<file path="src/hw/io_port_pkg.sv">
// Shared constants and carrier types for the I/O port access unit
package io_port_pkg;

   // Register word offsets (byte addresses on APB)
   localparam logic [7:0] CTRL_OFS     = 8'h00;
   localparam logic [7:0] STATUS_OFS   = 8'h04;
   localparam logic [7:0] PORT_OFS     = 8'h08;
   localparam logic [7:0] ACC_OFS      = 8'h0C;
   localparam logic [7:0] SRC_IDX_OFS  = 8'h10;
   localparam logic [7:0] DST_IDX_OFS  = 8'h14;
   localparam logic [7:0] SRC_SEG_OFS  = 8'h18;
   localparam logic [7:0] DST_SEG_OFS  = 8'h1C;
   localparam logic [7:0] COUNT_OFS    = 8'h20;
   localparam logic [7:0] FLAGS_OFS    = 8'h24;
   localparam logic [7:0] TSB_BASE_OFS = 8'h28;
   localparam logic [7:0] TSB_MAP_OFS  = 8'h2C;

   // Control word fields
   localparam int CTRL_START = 0;
   localparam int CTRL_WRITE = 1;
   localparam int CTRL_SIZE  = 2;
   localparam int CTRL_STR   = 4;
   localparam int CTRL_REP   = 5;
   localparam int CTRL_IMM   = 6;
   localparam int CTRL_PCO   = 7;

   // Status word fields
   localparam int STAT_BUSY   = 0;
   localparam int STAT_DONE   = 1;
   localparam int STAT_FAULT  = 2;
   localparam int STAT_PARITY = 3;

   // Flags word fields
   localparam int FLG_DIR   = 0;
   localparam int FLG_IOPRV = 1;
   localparam int FLG_CUPRV = 3;
   localparam int FLG_PMODE = 5;

   // Item size codes
   localparam logic [1:0] SIZE_8  = 2'h0;
   localparam logic [1:0] SIZE_16 = 2'h1;
   localparam logic [1:0] SIZE_32 = 2'h2;

   // Port space is 64K byte ports, 0 through FFFFH
   localparam logic [15:0] PORT_MAX = 16'hFFFF;
   localparam logic [31:0] WORD_STEP = 32'h0000_0004;

   typedef enum logic [2:0] {
      S_IDLE, S_BEGIN, S_PERM, S_MEMRD, S_PORTRD, S_PORTWR, S_MEMWR, S_NEXT
   } fsm_t;

   typedef struct packed {
      logic        req;
      logic        mem_io;
      logic        cache_ok;
      logic        we;
      logic [31:0] addr;
      logic [3:0]  be;
      logic [31:0] wdata;
   } bus_out_t;

   typedef struct packed {
      logic        ack;
      logic        parity_err;
      logic        cache_allow_n;
      logic [31:0] rdata;
   } bus_in_t;

   localparam int BUS_IN_W = 35;

endpackage

</file>
<file path="src/hw/sync2.sv">
// Two-stage synchroniser for a bundle of pin inputs
`timescale 1ns/1ps
`default_nettype none

module sync2 #(
   parameter int W = 1
) (
   input  wire logic         mclk,
   input  wire logic         rst_n,
   input  wire logic [W-1:0] d,
   output var  logic [W-1:0] q
);

   logic [W-1:0] meta_ff;

   // The first stage feeds only the second stage
   always_ff @(posedge mclk) begin
      if (!rst_n) begin
         meta_ff <= '0;
         q       <= '0;
      end else begin
         meta_ff <= d;
         q       <= meta_ff;
      end
   end

endmodule

`default_nettype wire

</file>
<file path="src/hw/io_port_access_unit.sv">
// I/O port access unit: APB register file, protection check and bus cycle engine
`timescale 1ns/1ps
`default_nettype none

// Contract
// - An I/O write finishes its bus cycle before the unit reports done.
// - Memory/IO select pin is 1 for memory cycles, 0 for I/O cycles.
// - Port space holds 64K byte ports, numbered zero through FFFFH.
// - Two or four consecutive byte ports form a 16 or 32 bit port.
// - Aligned 16 or 32 bit ports move in a single bus cycle.
// - Misaligned ports still transfer; one that crosses a 4-byte boundary uses an extra bus cycle.
// - Split cycle order is unspecified; ordered writes need separate accesses.
// - Parity errors on I/O cycles are reported, never masked.
// - While cache allow input is high, no address is cached.
// - A page cache off flag suppresses caching for that access.
// - Port accesses produce only I/O cycles; string data and bitmap reads use memory cycles.
// - Single port transfers use acc32, acc16 or acc8; port from immediate or index.
// - String ports use port index; memory via source or destination segment and index.
// - After each repeated item the index rises if direction clear, else falls.
// - Protected mode checks privilege field and the task block permission bitmap.
// - Privilege above the field without bitmap grant faults instead of accessing.
// - Every bitmap bit of the port bytes is tested; any set bit faults.
module io_port_access_unit (
   input  wire logic                 mclk,
   input  wire logic                 rst_n,
   input  wire logic                 psel,
   input  wire logic                 penable,
   input  wire logic                 pwrite,
   input  wire logic [7:0]           paddr,
   input  wire logic [31:0]          pwdata,
   output var  logic [31:0]          prdata,
   output var  logic                 pready,
   output var  logic                 pslverr,
   input  wire io_port_pkg::bus_in_t bus_in,
   output var  io_port_pkg::bus_out_t bus_out
);

   typedef struct packed {
      io_port_pkg::fsm_t     state;
      logic [1:0]            size;
      logic                  we_out;
      logic                  str;
      logic                  repeat_prefix;
      logic                  imm;
      logic                  page_cache_off;
      logic [15:0]           port_index_reg;
      logic [15:0]           port_imm;
      logic [31:0]           acc32;
      logic [31:0]           source_index;
      logic [31:0]           dest_index;
      logic [31:0]           source_segment;
      logic [31:0]           dest_segment;
      logic [31:0]           count;
      logic                  direction_flag;
      logic [1:0]            io_privilege_field;
      logic [1:0]            current_privilege;
      logic                  pmode;
      logic [31:0]           tsb_base;
      logic [15:0]           map_base;
      logic [15:0]           tsb_limit;
      logic                  busy;
      logic                  done;
      logic                  fault;
      logic                  parity;
      logic                  part;
      logic [31:0]           asm_lo;
      logic [31:0]           item;
      io_port_pkg::bus_out_t bus;
      logic [31:0]           prdata;
      logic                  pready;
      logic                  pslverr;
   } state_t;

   state_t               st;
   state_t               nxt_st;
   io_port_pkg::bus_in_t in_s;

   // Pins come from the far side of the processor bus
   sync2 #(.W(io_port_pkg::BUS_IN_W)) u_sync (
      .mclk  (mclk),
      .rst_n (rst_n),
      .d     (bus_in),
      .q     (in_s)
   );

   function automatic logic [2:0] nbytes(input logic [1:0] sz);
      case (sz)
         io_port_pkg::SIZE_8:  nbytes = 3'h1;
         io_port_pkg::SIZE_16: nbytes = 3'h2;
         default:              nbytes = 3'h4;
      endcase
   endfunction

   function automatic logic [3:0] bit_mask(input logic [2:0] nb);
      bit_mask = 4'(8'h0F >> (3'h4 - nb));
   endfunction

   function automatic logic is_mapped(input logic [7:0] a);
      is_mapped = (a[1:0] == 2'h0) && (a <= io_port_pkg::TSB_MAP_OFS);
   endfunction

   logic [2:0]        nb;
   logic [15:0]       port;
   logic [16:0]       map_off;
   logic              need_perm;
   io_port_pkg::fsm_t first_st;
   logic              active;
   logic [31:0]       a_addr;
   logic [2:0]        a_n;
   logic              a_we;
   logic              a_mio;
   logic [31:0]       a_wd;
   logic [7:0]        lanes;
   logic [63:0]       wide;
   logic [63:0]       full64;
   logic [31:0]       res;
   logic [31:0]       cyc_addr;
   logic [15:0]       bm_bits;
   logic              last;

   always_comb begin
      nxt_st    = st;
      nb        = nbytes(st.size);
      port      = st.imm ? st.port_imm : st.port_index_reg;
      map_off   = {1'b0, st.map_base} + {4'h0, port[15:3]};
      need_perm = st.pmode && (st.current_privilege > st.io_privilege_field);
      // String ports always take the port from the index register
      if (st.str) begin
         port    = st.port_index_reg;
         map_off = {1'b0, st.map_base} + {4'h0, port[15:3]};
      end
      first_st = st.we_out ? (st.str ? io_port_pkg::S_MEMRD : io_port_pkg::S_PORTWR)
                           : io_port_pkg::S_PORTRD;

      // APB: response prepared in the setup cycle, so the access phase ends at once
      nxt_st.pready  = 1'b0;
      nxt_st.pslverr = 1'b0;
      if (psel && !penable) begin
         nxt_st.pready  = 1'b1;
         nxt_st.pslverr = !is_mapped(paddr) || (pwrite && st.busy);
         nxt_st.prdata  = 32'h0000_0000;
         if (paddr == io_port_pkg::CTRL_OFS) begin
            nxt_st.prdata[io_port_pkg::CTRL_WRITE] = st.we_out;
            nxt_st.prdata[io_port_pkg::CTRL_SIZE +: 2] = st.size;
            nxt_st.prdata[io_port_pkg::CTRL_STR] = st.str;
            nxt_st.prdata[io_port_pkg::CTRL_REP] = st.repeat_prefix;
            nxt_st.prdata[io_port_pkg::CTRL_IMM] = st.imm;
            nxt_st.prdata[io_port_pkg::CTRL_PCO] = st.page_cache_off;
         end else if (paddr == io_port_pkg::STATUS_OFS) begin
            nxt_st.prdata[io_port_pkg::STAT_BUSY]   = st.busy;
            nxt_st.prdata[io_port_pkg::STAT_DONE]   = st.done;
            nxt_st.prdata[io_port_pkg::STAT_FAULT]  = st.fault;
            nxt_st.prdata[io_port_pkg::STAT_PARITY] = st.parity;
         end else if (paddr == io_port_pkg::PORT_OFS) begin
            nxt_st.prdata = {st.port_imm, st.port_index_reg};
         end else if (paddr == io_port_pkg::ACC_OFS) begin
            nxt_st.prdata = st.acc32;
         end else if (paddr == io_port_pkg::SRC_IDX_OFS) begin
            nxt_st.prdata = st.source_index;
         end else if (paddr == io_port_pkg::DST_IDX_OFS) begin
            nxt_st.prdata = st.dest_index;
         end else if (paddr == io_port_pkg::SRC_SEG_OFS) begin
            nxt_st.prdata = st.source_segment;
         end else if (paddr == io_port_pkg::DST_SEG_OFS) begin
            nxt_st.prdata = st.dest_segment;
         end else if (paddr == io_port_pkg::COUNT_OFS) begin
            nxt_st.prdata = st.count;
         end else if (paddr == io_port_pkg::FLAGS_OFS) begin
            nxt_st.prdata[io_port_pkg::FLG_DIR] = st.direction_flag;
            nxt_st.prdata[io_port_pkg::FLG_IOPRV +: 2] = st.io_privilege_field;
            nxt_st.prdata[io_port_pkg::FLG_CUPRV +: 2] = st.current_privilege;
            nxt_st.prdata[io_port_pkg::FLG_PMODE] = st.pmode;
         end else if (paddr == io_port_pkg::TSB_BASE_OFS) begin
            nxt_st.prdata = st.tsb_base;
         end else if (paddr == io_port_pkg::TSB_MAP_OFS) begin
            nxt_st.prdata = {st.tsb_limit, st.map_base};
         end
      end

      // Writes are refused while busy so a running command sees stable operands
      if (psel && penable && st.pready && pwrite && !st.pslverr) begin
         if (paddr == io_port_pkg::CTRL_OFS) begin
            nxt_st.we_out         = pwdata[io_port_pkg::CTRL_WRITE];
            nxt_st.size           = pwdata[io_port_pkg::CTRL_SIZE +: 2];
            nxt_st.str            = pwdata[io_port_pkg::CTRL_STR];
            nxt_st.repeat_prefix  = pwdata[io_port_pkg::CTRL_REP];
            nxt_st.imm            = pwdata[io_port_pkg::CTRL_IMM];
            nxt_st.page_cache_off = pwdata[io_port_pkg::CTRL_PCO];
            if (pwdata[io_port_pkg::CTRL_START]) begin
               nxt_st.busy  = 1'b1;
               nxt_st.done  = 1'b0;
               nxt_st.state = io_port_pkg::S_BEGIN;
            end
         end else if (paddr == io_port_pkg::STATUS_OFS) begin
            nxt_st.done   = st.done & ~pwdata[io_port_pkg::STAT_DONE];
            nxt_st.fault  = st.fault & ~pwdata[io_port_pkg::STAT_FAULT];
            nxt_st.parity = st.parity & ~pwdata[io_port_pkg::STAT_PARITY];
         end else if (paddr == io_port_pkg::PORT_OFS) begin
            nxt_st.port_index_reg = pwdata[15:0];
            nxt_st.port_imm       = pwdata[31:16];
         end else if (paddr == io_port_pkg::ACC_OFS) begin
            nxt_st.acc32 = pwdata;
         end else if (paddr == io_port_pkg::SRC_IDX_OFS) begin
            nxt_st.source_index = pwdata;
         end else if (paddr == io_port_pkg::DST_IDX_OFS) begin
            nxt_st.dest_index = pwdata;
         end else if (paddr == io_port_pkg::SRC_SEG_OFS) begin
            nxt_st.source_segment = pwdata;
         end else if (paddr == io_port_pkg::DST_SEG_OFS) begin
            nxt_st.dest_segment = pwdata;
         end else if (paddr == io_port_pkg::COUNT_OFS) begin
            nxt_st.count = pwdata;
         end else if (paddr == io_port_pkg::FLAGS_OFS) begin
            nxt_st.direction_flag     = pwdata[io_port_pkg::FLG_DIR];
            nxt_st.io_privilege_field = pwdata[io_port_pkg::FLG_IOPRV +: 2];
            nxt_st.current_privilege  = pwdata[io_port_pkg::FLG_CUPRV +: 2];
            nxt_st.pmode              = pwdata[io_port_pkg::FLG_PMODE];
         end else if (paddr == io_port_pkg::TSB_BASE_OFS) begin
            nxt_st.tsb_base = pwdata;
         end else if (paddr == io_port_pkg::TSB_MAP_OFS) begin
            nxt_st.map_base  = pwdata[15:0];
            nxt_st.tsb_limit = pwdata[31:16];
         end
      end

      // Parameters of the access that the current state performs
      active = 1'b1;
      a_addr = 32'h0000_0000;
      a_n    = nb;
      a_we   = 1'b0;
      a_mio  = 1'b1;
      a_wd   = 32'h0000_0000;
      case (st.state)
         io_port_pkg::S_PERM: begin
            a_addr = st.tsb_base + {15'h0000, map_off};
            a_n    = 3'h2;  // two map bytes cover any port span
         end
         io_port_pkg::S_MEMRD: begin
            a_addr = st.source_segment + st.source_index;
         end
         io_port_pkg::S_MEMWR: begin
            a_addr = st.dest_segment + st.dest_index;
            a_we   = 1'b1;
            a_wd   = st.item;
         end
         io_port_pkg::S_PORTRD: begin
            a_addr = {16'h0000, port};
            a_mio  = 1'b0;
         end
         io_port_pkg::S_PORTWR: begin
            a_addr = {16'h0000, port};
            a_mio  = 1'b0;
            a_we   = 1'b1;
            a_wd   = st.str ? st.item : st.acc32;
         end
         default: begin
            active = 1'b0;
         end
      endcase

      // Bytes of a port map onto lanes; a span past lane 3 needs a second cycle
      lanes    = 8'(bit_mask(a_n)) << a_addr[1:0];
      wide     = {32'h0000_0000, a_wd} << {a_addr[1:0], 3'b000};
      cyc_addr = {a_addr[31:2], 2'b00} + (st.part ? io_port_pkg::WORD_STEP : 32'h0000_0000);
      if (!a_mio) begin
         cyc_addr[31:16] = 16'h0000;
      end
      full64  = st.part ? {in_s.rdata, st.asm_lo} : {32'h0000_0000, in_s.rdata};
      res     = 32'(full64 >> {a_addr[1:0], 3'b000});
      bm_bits = res[15:0] >> port[2:0];
      last    = 1'b0;

      // Four-phase handshake: raise only once the previous acknowledge has gone
      if (active && !st.bus.req && !in_s.ack) begin
         nxt_st.bus.req      = 1'b1;
         nxt_st.bus.addr     = cyc_addr;
         nxt_st.bus.mem_io   = a_mio;
         nxt_st.bus.we       = a_we;
         nxt_st.bus.be       = st.part ? lanes[7:4] : lanes[3:0];
         nxt_st.bus.wdata    = st.part ? wide[63:32] : wide[31:0];
         nxt_st.bus.cache_ok = a_mio && !in_s.cache_allow_n && !st.page_cache_off;
      end
      if (active && st.bus.req && in_s.ack) begin
         nxt_st.bus.req = 1'b0;
         if (in_s.parity_err) begin
            nxt_st.parity = 1'b1;
         end
         // Low part always goes first; software needing order splits accesses
         if (!st.part && (lanes[7:4] != 4'h0)) begin
            nxt_st.part   = 1'b1;
            nxt_st.asm_lo = in_s.rdata;
         end else begin
            nxt_st.part = 1'b0;
            last        = 1'b1;
         end
      end

      case (st.state)
         io_port_pkg::S_BEGIN: begin
            if (st.str && st.repeat_prefix && (st.count == 32'h0000_0000)) begin
               nxt_st.state = io_port_pkg::S_IDLE;
               nxt_st.busy  = 1'b0;
               nxt_st.done  = 1'b1;
            end else if (need_perm && ((map_off + 17'h00001) > {1'b0, st.tsb_limit})) begin
               nxt_st.state = io_port_pkg::S_IDLE;
               nxt_st.busy  = 1'b0;
               nxt_st.fault = 1'b1;
            end else if (need_perm) begin
               nxt_st.state = io_port_pkg::S_PERM;
            end else begin
               nxt_st.state = first_st;
            end
         end
         io_port_pkg::S_PERM: begin
            if (last && ((bm_bits[3:0] & bit_mask(nb)) != 4'h0)) begin
               nxt_st.state = io_port_pkg::S_IDLE;
               nxt_st.busy  = 1'b0;
               nxt_st.fault = 1'b1;
            end else if (last) begin
               nxt_st.state = first_st;
            end
         end
         io_port_pkg::S_MEMRD: begin
            if (last) begin
               nxt_st.item  = res;
               nxt_st.state = io_port_pkg::S_PORTWR;
            end
         end
         io_port_pkg::S_PORTRD: begin
            if (last && st.str) begin
               nxt_st.item  = res;
               nxt_st.state = io_port_pkg::S_MEMWR;
            end else if (last) begin
               case (st.size)
                  io_port_pkg::SIZE_8:  nxt_st.acc32[7:0]  = res[7:0];
                  io_port_pkg::SIZE_16: nxt_st.acc32[15:0] = res[15:0];
                  default:              nxt_st.acc32       = res;
               endcase
               nxt_st.state = io_port_pkg::S_NEXT;
            end
         end
         io_port_pkg::S_PORTWR, io_port_pkg::S_MEMWR: begin
            if (last) begin
               nxt_st.state = io_port_pkg::S_NEXT;
            end
         end
         io_port_pkg::S_NEXT: begin
            if (st.str && st.we_out) begin
               nxt_st.source_index = st.direction_flag ? st.source_index - {29'h0, nb}
                                                       : st.source_index + {29'h0, nb};
            end else if (st.str) begin
               nxt_st.dest_index = st.direction_flag ? st.dest_index - {29'h0, nb}
                                                     : st.dest_index + {29'h0, nb};
            end
            if (st.str && st.repeat_prefix) begin
               nxt_st.count = st.count - 32'h0000_0001;
            end
            if (st.str && st.repeat_prefix && (st.count != 32'h0000_0001)) begin
               nxt_st.state = first_st;
            end else begin
               nxt_st.state = io_port_pkg::S_IDLE;
               nxt_st.busy  = 1'b0;
               nxt_st.done  = 1'b1;
            end
         end
         default: begin
         end
      endcase
   end

   always_ff @(posedge mclk) begin
      if (!rst_n) begin
         st       <= '0;
         st.state <= io_port_pkg::S_IDLE;
      end else begin
         st <= nxt_st;
      end
   end

   assign prdata  = st.prdata;
   assign pready  = st.pready;
   assign pslverr = st.pslverr;
   assign bus_out = st.bus;
endmodule

`default_nettype wire

</file>
<file path="config.mk">
export PLATFORM = sky130hd
export DESIGN_NAME = io_port_access_unit
export DESIGN_NICKNAME = d
export VERILOG_FILES = /design/src/hw/io_port_pkg.sv /design/src/hw/sync2.sv /design/src/hw/io_port_access_unit.sv
export SDC_FILE = /design/constraint.sdc
export NUM_CORES = 2
export LEC_CHECK = 0
export BUFFER_PORTS_ARGS = -buffer_cell sky130_fd_sc_hd__buf_2
export CORE_MARGIN = 4
export CORE_UTILIZATION = 50
export DETAILED_ROUTE_END_ITERATION = 10
export PLACE_DENSITY = 0.67
export RECOVER_POWER = 50
export SETUP_SLACK_MARGIN = 0.15
export SLEW_MARGIN = 20
export SYNTH_ARGS = -nofsm -noshare
export SYNTH_HDL_FRONTEND = slang
export SYNTH_SLANG_ARGS = --single-unit
</file>
<file path="constraint.sdc">
create_clock -name mclk -period 7.8 [get_ports mclk]
set_input_delay 0 -clock mclk [delete_from_list [all_inputs] [get_ports mclk]]
set_output_delay 0 -clock mclk [all_outputs]
set_load 0.05 [all_outputs]
</file>
## After elaboration in Yosys (flattened, before gate mapping)

Cells that the tools add are included.

| storage, ports and cells | value |
|---|---|
| flip-flop bits (word level) | 549 |
| input port bits | 80 |
| output and inout bits | 106 |
| word-level logic and storage cells | 265 |

| operators by class | value |
|---|---|
| shift-type cells | 6 |
| bitwise logic cells | 19 |
| reduce and logical (&&, ||, !) cells | 53 |
| muxes and demuxes | 107 |
| add/sub/neg operators | 14 |
| equal/unequal tests | 22 |
| magnitude comparators | 3 |

Operator list:

| operator | number |
|---|---|
| $mux 32 | 34 |
| $mux 294 | 2 |
| $mux 308 | 1 |
| $mux 262 | 1 |
| $mux 230 | 1 |
| $mux 198 | 1 |
| $mux 64 | 3 |
| $mux 166 | 1 |
| $mux 134 | 1 |
| $pmux 32 s2 | 2 |
| $pmux 32 s4 | 1 |
| $mux 102 | 1 |
| $add 32x3->32 | 3 |
| $mux 70 | 1 |
| $add 32x32->32 | 2 |
| $mux 16 | 4 |
| $shl 32x5->64 | 1 |
| $shr 64x5->32 | 1 |
| $sub 32x3->32 | 2 |
| $mux 3 | 15 |
| $add 16x13->17 | 2 |
| $mux 34 | 1 |
| $add 32x17->32 | 1 |
| $eq 8x5->1 const B | 4 |
| other kinds (54) | 138 |

## Logic depth before layout (Yosys ltp)

| logic depth | value |
|---|---|
| word-level depth | 18 |
| depth in mapped cells | 28 |

## By module

A second synthesis with hierarchy kept.

| unflattened totals | value |
|---|---|
| cell total of the unflattened synthesis | 4651 |
| area total of the unflattened synthesis | 35967.0 µm² |

By module, submodules not included:

| module | area an instance (µm²) | cells an instance | instances | sequential area each (µm²) |
|---|---|---|---|---|
| io_port_access_unit | 34038.9 | 4504 | 1 | 9549.2 |
| sync2 | 1928.1 | 147 | 1 | 1401.3 |

## Worst setup path after synthesis

Ideal clock, no wire load.

| path | value |
|---|---|
| path type | reg2reg |
| from | register st[472] (netlist bit) |
| to | register st (netlist bit bus_out[56]) |
| path slack | 1.911 ns |
| required time | 7.668 ns |
| data arrival time | 5.757 ns |
| clock period less this slack | 5.889 ns |
| stages on the path, launching flop included | 29 |
| path buffers | 2 |
| cells stage by stage | dfxtp_1 -> nand2b_1 -> buf_4 -> buf_4 -> mux2_2 -> ha_1 -> inv_1 -> fa_1 -> nand2b_1 -> a21o_1 -> a21boi_1 -> o211ai_1 -> a21oi_1 -> o41a_1 -> o211ai_1 -> and3_1 -> inv_1 -> ha_1 -> nand2_1 -> nor2_1 -> a211oi_1 -> o21ai_1 -> o31a_1 -> nor3_1 -> a211oi_1 -> or4b_1 -> or4_1 -> nand3_1 -> a21oi_1 |

| on the way | value |
|---|---|
| word-level cells in the longest chain between the ends | 5 |
| elaborated cells between the ends (all ways) | 6 |
| those cells by class | 2 x add/sub; 4 x mux |

RTL lines:

| what | line | source |
|---|---|---|
| from (decl) | io_port_access_unit.sv:74 | `state_t st;` |
| from (signal assigned) | io_port_access_unit.sv:376 | `st <= nxt_st;` |
| $mux 17 | io_port_access_unit.sv:128 | `if (st.str) begin` |
| $add 32x17->32 | io_port_access_unit.sv:235 | `a_addr = st.tsb_base + {15'h0000, map_off};` |
| $pmux 32 s4 * | io_port_access_unit.sv:233 | `case (st.state)` |
| $add 32x3->32 * | io_port_access_unit.sv:264 | `cyc_addr = {a_addr[31:2], 2'b00} + (st.part ? io_port_pkg::WORD_STEP : 32'h0000_0000);` |
| $mux 16 * | io_port_access_unit.sv:265 | `if (!a_mio) begin` |

Mark *: on every way between the ends. The rest lies on a longest branch, timed or not.
A chain may end at the register's enable or synchronous reset.

## Worst setup path in the final report

Ends and elaborated chain as after synthesis.

==> flow_summary.json <==
{
  "status": "finished, violations left",
  "violations": "capacitance limit, slew limit",
  "timing.slew.headroom_pct": -170,
  "nets": 4986,
  "rrSetupSlack_ns": 0.70,
  "clk_latency_ns": 0.64,
  "synth_edf_count": 0,
  "syn2layout_area_growth_pct": 10.3,
  "crit_chain": "nand2b_1 -> buf_4 -> mux2_2 -> ha_1 -> nand2_1 -> o21ai_0 -> o211ai_1 -> a31o_2 -> and4_1 -> nor3_1 -> inv_1 -> ha_1 -> nand2_1 -> nor2_1 -> a211oi_1 -> o21ai_1 -> o31a_1 -> nor3_1 -> a211oi_1 -> or4b_1 -> or4_1 -> nand3_1 -> a21oi_1",
  "route.detailed.drc": 0,
  "hold_class": "input pin to register",
  "cp_num_buf_inv": 2,
  "die-area_mm2": 0.0777,
  "grt_util_all_layers_pct": 38.2,
  "syn_area_mm2": 0.0367,
  "p_leak_nw": 15.9,
  "syn_inst": 4720,
  "placedCellCount": 5513,
  "syn_avg_cell_area_um2": 7.77,
  "endpoint_kind": "register",
  "vias_per_cell": 6.46,
  "vias": 37000,
  "fin_worst_skew_ns": 0.0340,
  "finalHoldViolations": 0,
  "tns_ns": 0,
  "synth_cell_types": 110,
  "cts_num_sinks": 547,
  "cp.required_ns": 8.11,
  "htree_levels": 3,
  "instances_no_fill": 5726,
  "multi_input_comb_area_mm2": 0.0235,
  "ant_nets": 0,
  "hpwl_mm": 116,
  "start_kind": "register",
  "cts_root_buffer": "clkbuf_16",
  "peakVddDrop_mv": 0.185,
  "final.fill_count": 6950,
  "synth_flop_cell": "dfxtp_1",
  "cts_tree": "yes",
  "path_max_fanout": 10,
  "antenna_found_initial": 2,
  "slew_viol_final": 650,
  "grt_pass1_wl_mm": 226,
  "min_period_ns": 7.10,
  "ctsResizeCount": 0,
  "tightest_slew_ns": 4.05,
  "fp-row-count": 99,
  "power_density_mw_per_mm2": 157,
  "slowest_stage": "or4b_1",
  "overflow": 0,
  "wl_met3_mm": 13.3,
  "drt-met1-wl_mm": 60.5,
  "die_w_um": 279,
  "core_area_mm2": 0.0728,
  "yosysWarnings": 0,
  "finalSetupViolCount": 0,
  "met2WireLength_mm": 67.4,
  "fmax_ghz": 0.141,
  "drtPass1Iterations": 7,
  "grt_pass1_vias": 34000,
  "cpPeakStageDelay_ns": 0.66,
  "layout-drive-gt1-share_pct": 8.56,
  "die_y_um": 279,
  "grt_max_degree": 191,
  "critPathTopFamily": "simple AND/OR/NAND/NOR gates",
  "io_buffers": 183,
  "arrival_ns": 7.42,
  "initial_core_util_pct": 50.3,
  "ioPinCount": 186,
  "yosysSeqAreaShare_pct": 29.9,
  "synth.ff_latch_count": 547,
  "cts_buffers": 66,
  "drt_wl_total_mm": 155,
  "path_class": "register to register",
  "place_congestion": 1.04,
  "seqCellArea_mm2": 0.0110,
  "period_share_pct": 91.1,
  "rsz0062_at_grt": "no",
  "initialDrtViolationCount": 4422,
  "clk_transition_reported_paths_ns": 0.06,
  "async_reset_ff_share_pct": 0,
  "routedWlPerCell_um": 27.1,
  "cts_buffer_depth": 3,
  "drv_cap": 12,
  "top_layer_used": "met4"
}
## sequential cells by signal, summed over array words and instances, names as in the netlist
signal,cells
bus_out,70
prdata,32
pready,1
pslverr,1
st,373
u_sync.meta_ff,35
u_sync.q,35
## power by group
group	internal, mW	total [mW]	switching [mW]	leakage (nW)
registers	2.81	2.83	0.0152	4.42
clock network	1.92	3.26	1.33	1.10
logic	0.0809	0.273	0.193	10.4
## routing by layer
| layer | track usage [%] | vias up |
|---|---|---|
| met1 | 48.0 | 17400 |
| met4 | 27.5 | 0 |
| met2 | 59.5 | 1961 |
| met3 | 6.45 | 529 |
| li1 | - | 17100 |
| met5 | 0 | - |
## placed cells by master, fill, tap and decap left out, drive strengths merged, types with 100 or more instances in the layout
cell	synthesis	routed
nand2	701	701
a211oi	177	177
nor3	100	100
clkbuf	271	199
ha	182	182
o21ai	225	225
nor2	386	386
a21oi	470	470
dfxtp	547	547
buf	146	135
mux2i	169	169
## Yosys cell counts, drive strengths merged (90+ instances only)
| library cell | count | area [um^2] |
|---|---|---|
| inv | 90 | 338 |
| buf | 146 | 1000 |
| nor3 | 100 | 516 |
| a211oi | 177 | 1340 |
| ha | 182 | 2280 |
| nor2 | 386 | 1450 |
| dfxtp | 547 | 11000 |
| clkbuf | 271 | 1020 |
| nand2 | 701 | 2630 |
| nand3 | 99 | 495 |
| a21oi | 470 | 2380 |
| and2 | 95 | 594 |
| mux2i | 169 | 1690 |
| o21ai | 225 | 1130 |
## metrics by stage
stage               power (mW)  hold WS [ns]  util, %  setup slack, ns  instance area, um^2
global route              6.50        0.0563     55.5            0.352                40400
detailed placement        3.12         0.208     51.4            0.934                37400
finish                    6.36        0.0457     55.5            0.695                40400
global placement          3.12         0.206     51.4            0.981                37400
CTS                       6.37        0.0105     55.8            0.888                40600
floorplan                 3.01         0.127        -             1.91                36700
## cell type report
class | instances | area share (%)
Antenna cell | 2 | 0.0124
Clock buffer | 83 | 4.47
Clock inverter | 32 | 1.07
Inverter | 90 | 0.854
Multi-Input combinational cell | 3667 | 58.1
Sequential cell | 547 | 27.1
Tap cell | 959 | 2.97
Timing Repair Buffer | 346 | 5.49
## logic make-up after synthesis
group,share of synthesized area (%)
and+or+nand+nor,20.8
AOI/OAI and AO/OA,25.8
DFF,29.9
buffers and inverters,6.43
muxes,7.43
adders and majority gates,6.54
xor gates and xnor gates,3.20
other,0.0102
## worst min-delay path, stage by stage
cell     delay [ns]
buf_2          0.11
nor4_1         0.08
nand2_1        0.22
o31ai_1        0.12
a21oi_1        0.11
## final timing paths
check | start | cells after the start | end
min | paddr[7] | 5 | st[173]
min reg2reg | u_sync.meta_ff[13] | 1 | u_sync.q[13]
max | st[472] | 23 | bus_out[56]
max reg2reg | st[472] | 23 | bus_out[56]
## what timing repair did
item / 4_1_cts / 5_1_grt
hold buffers: 95 / 0
endpoints found under the hold margin: 319 / 0
buffers inserted: 0 / 0
Note: power is estimated with default switching activity, not from simulation.
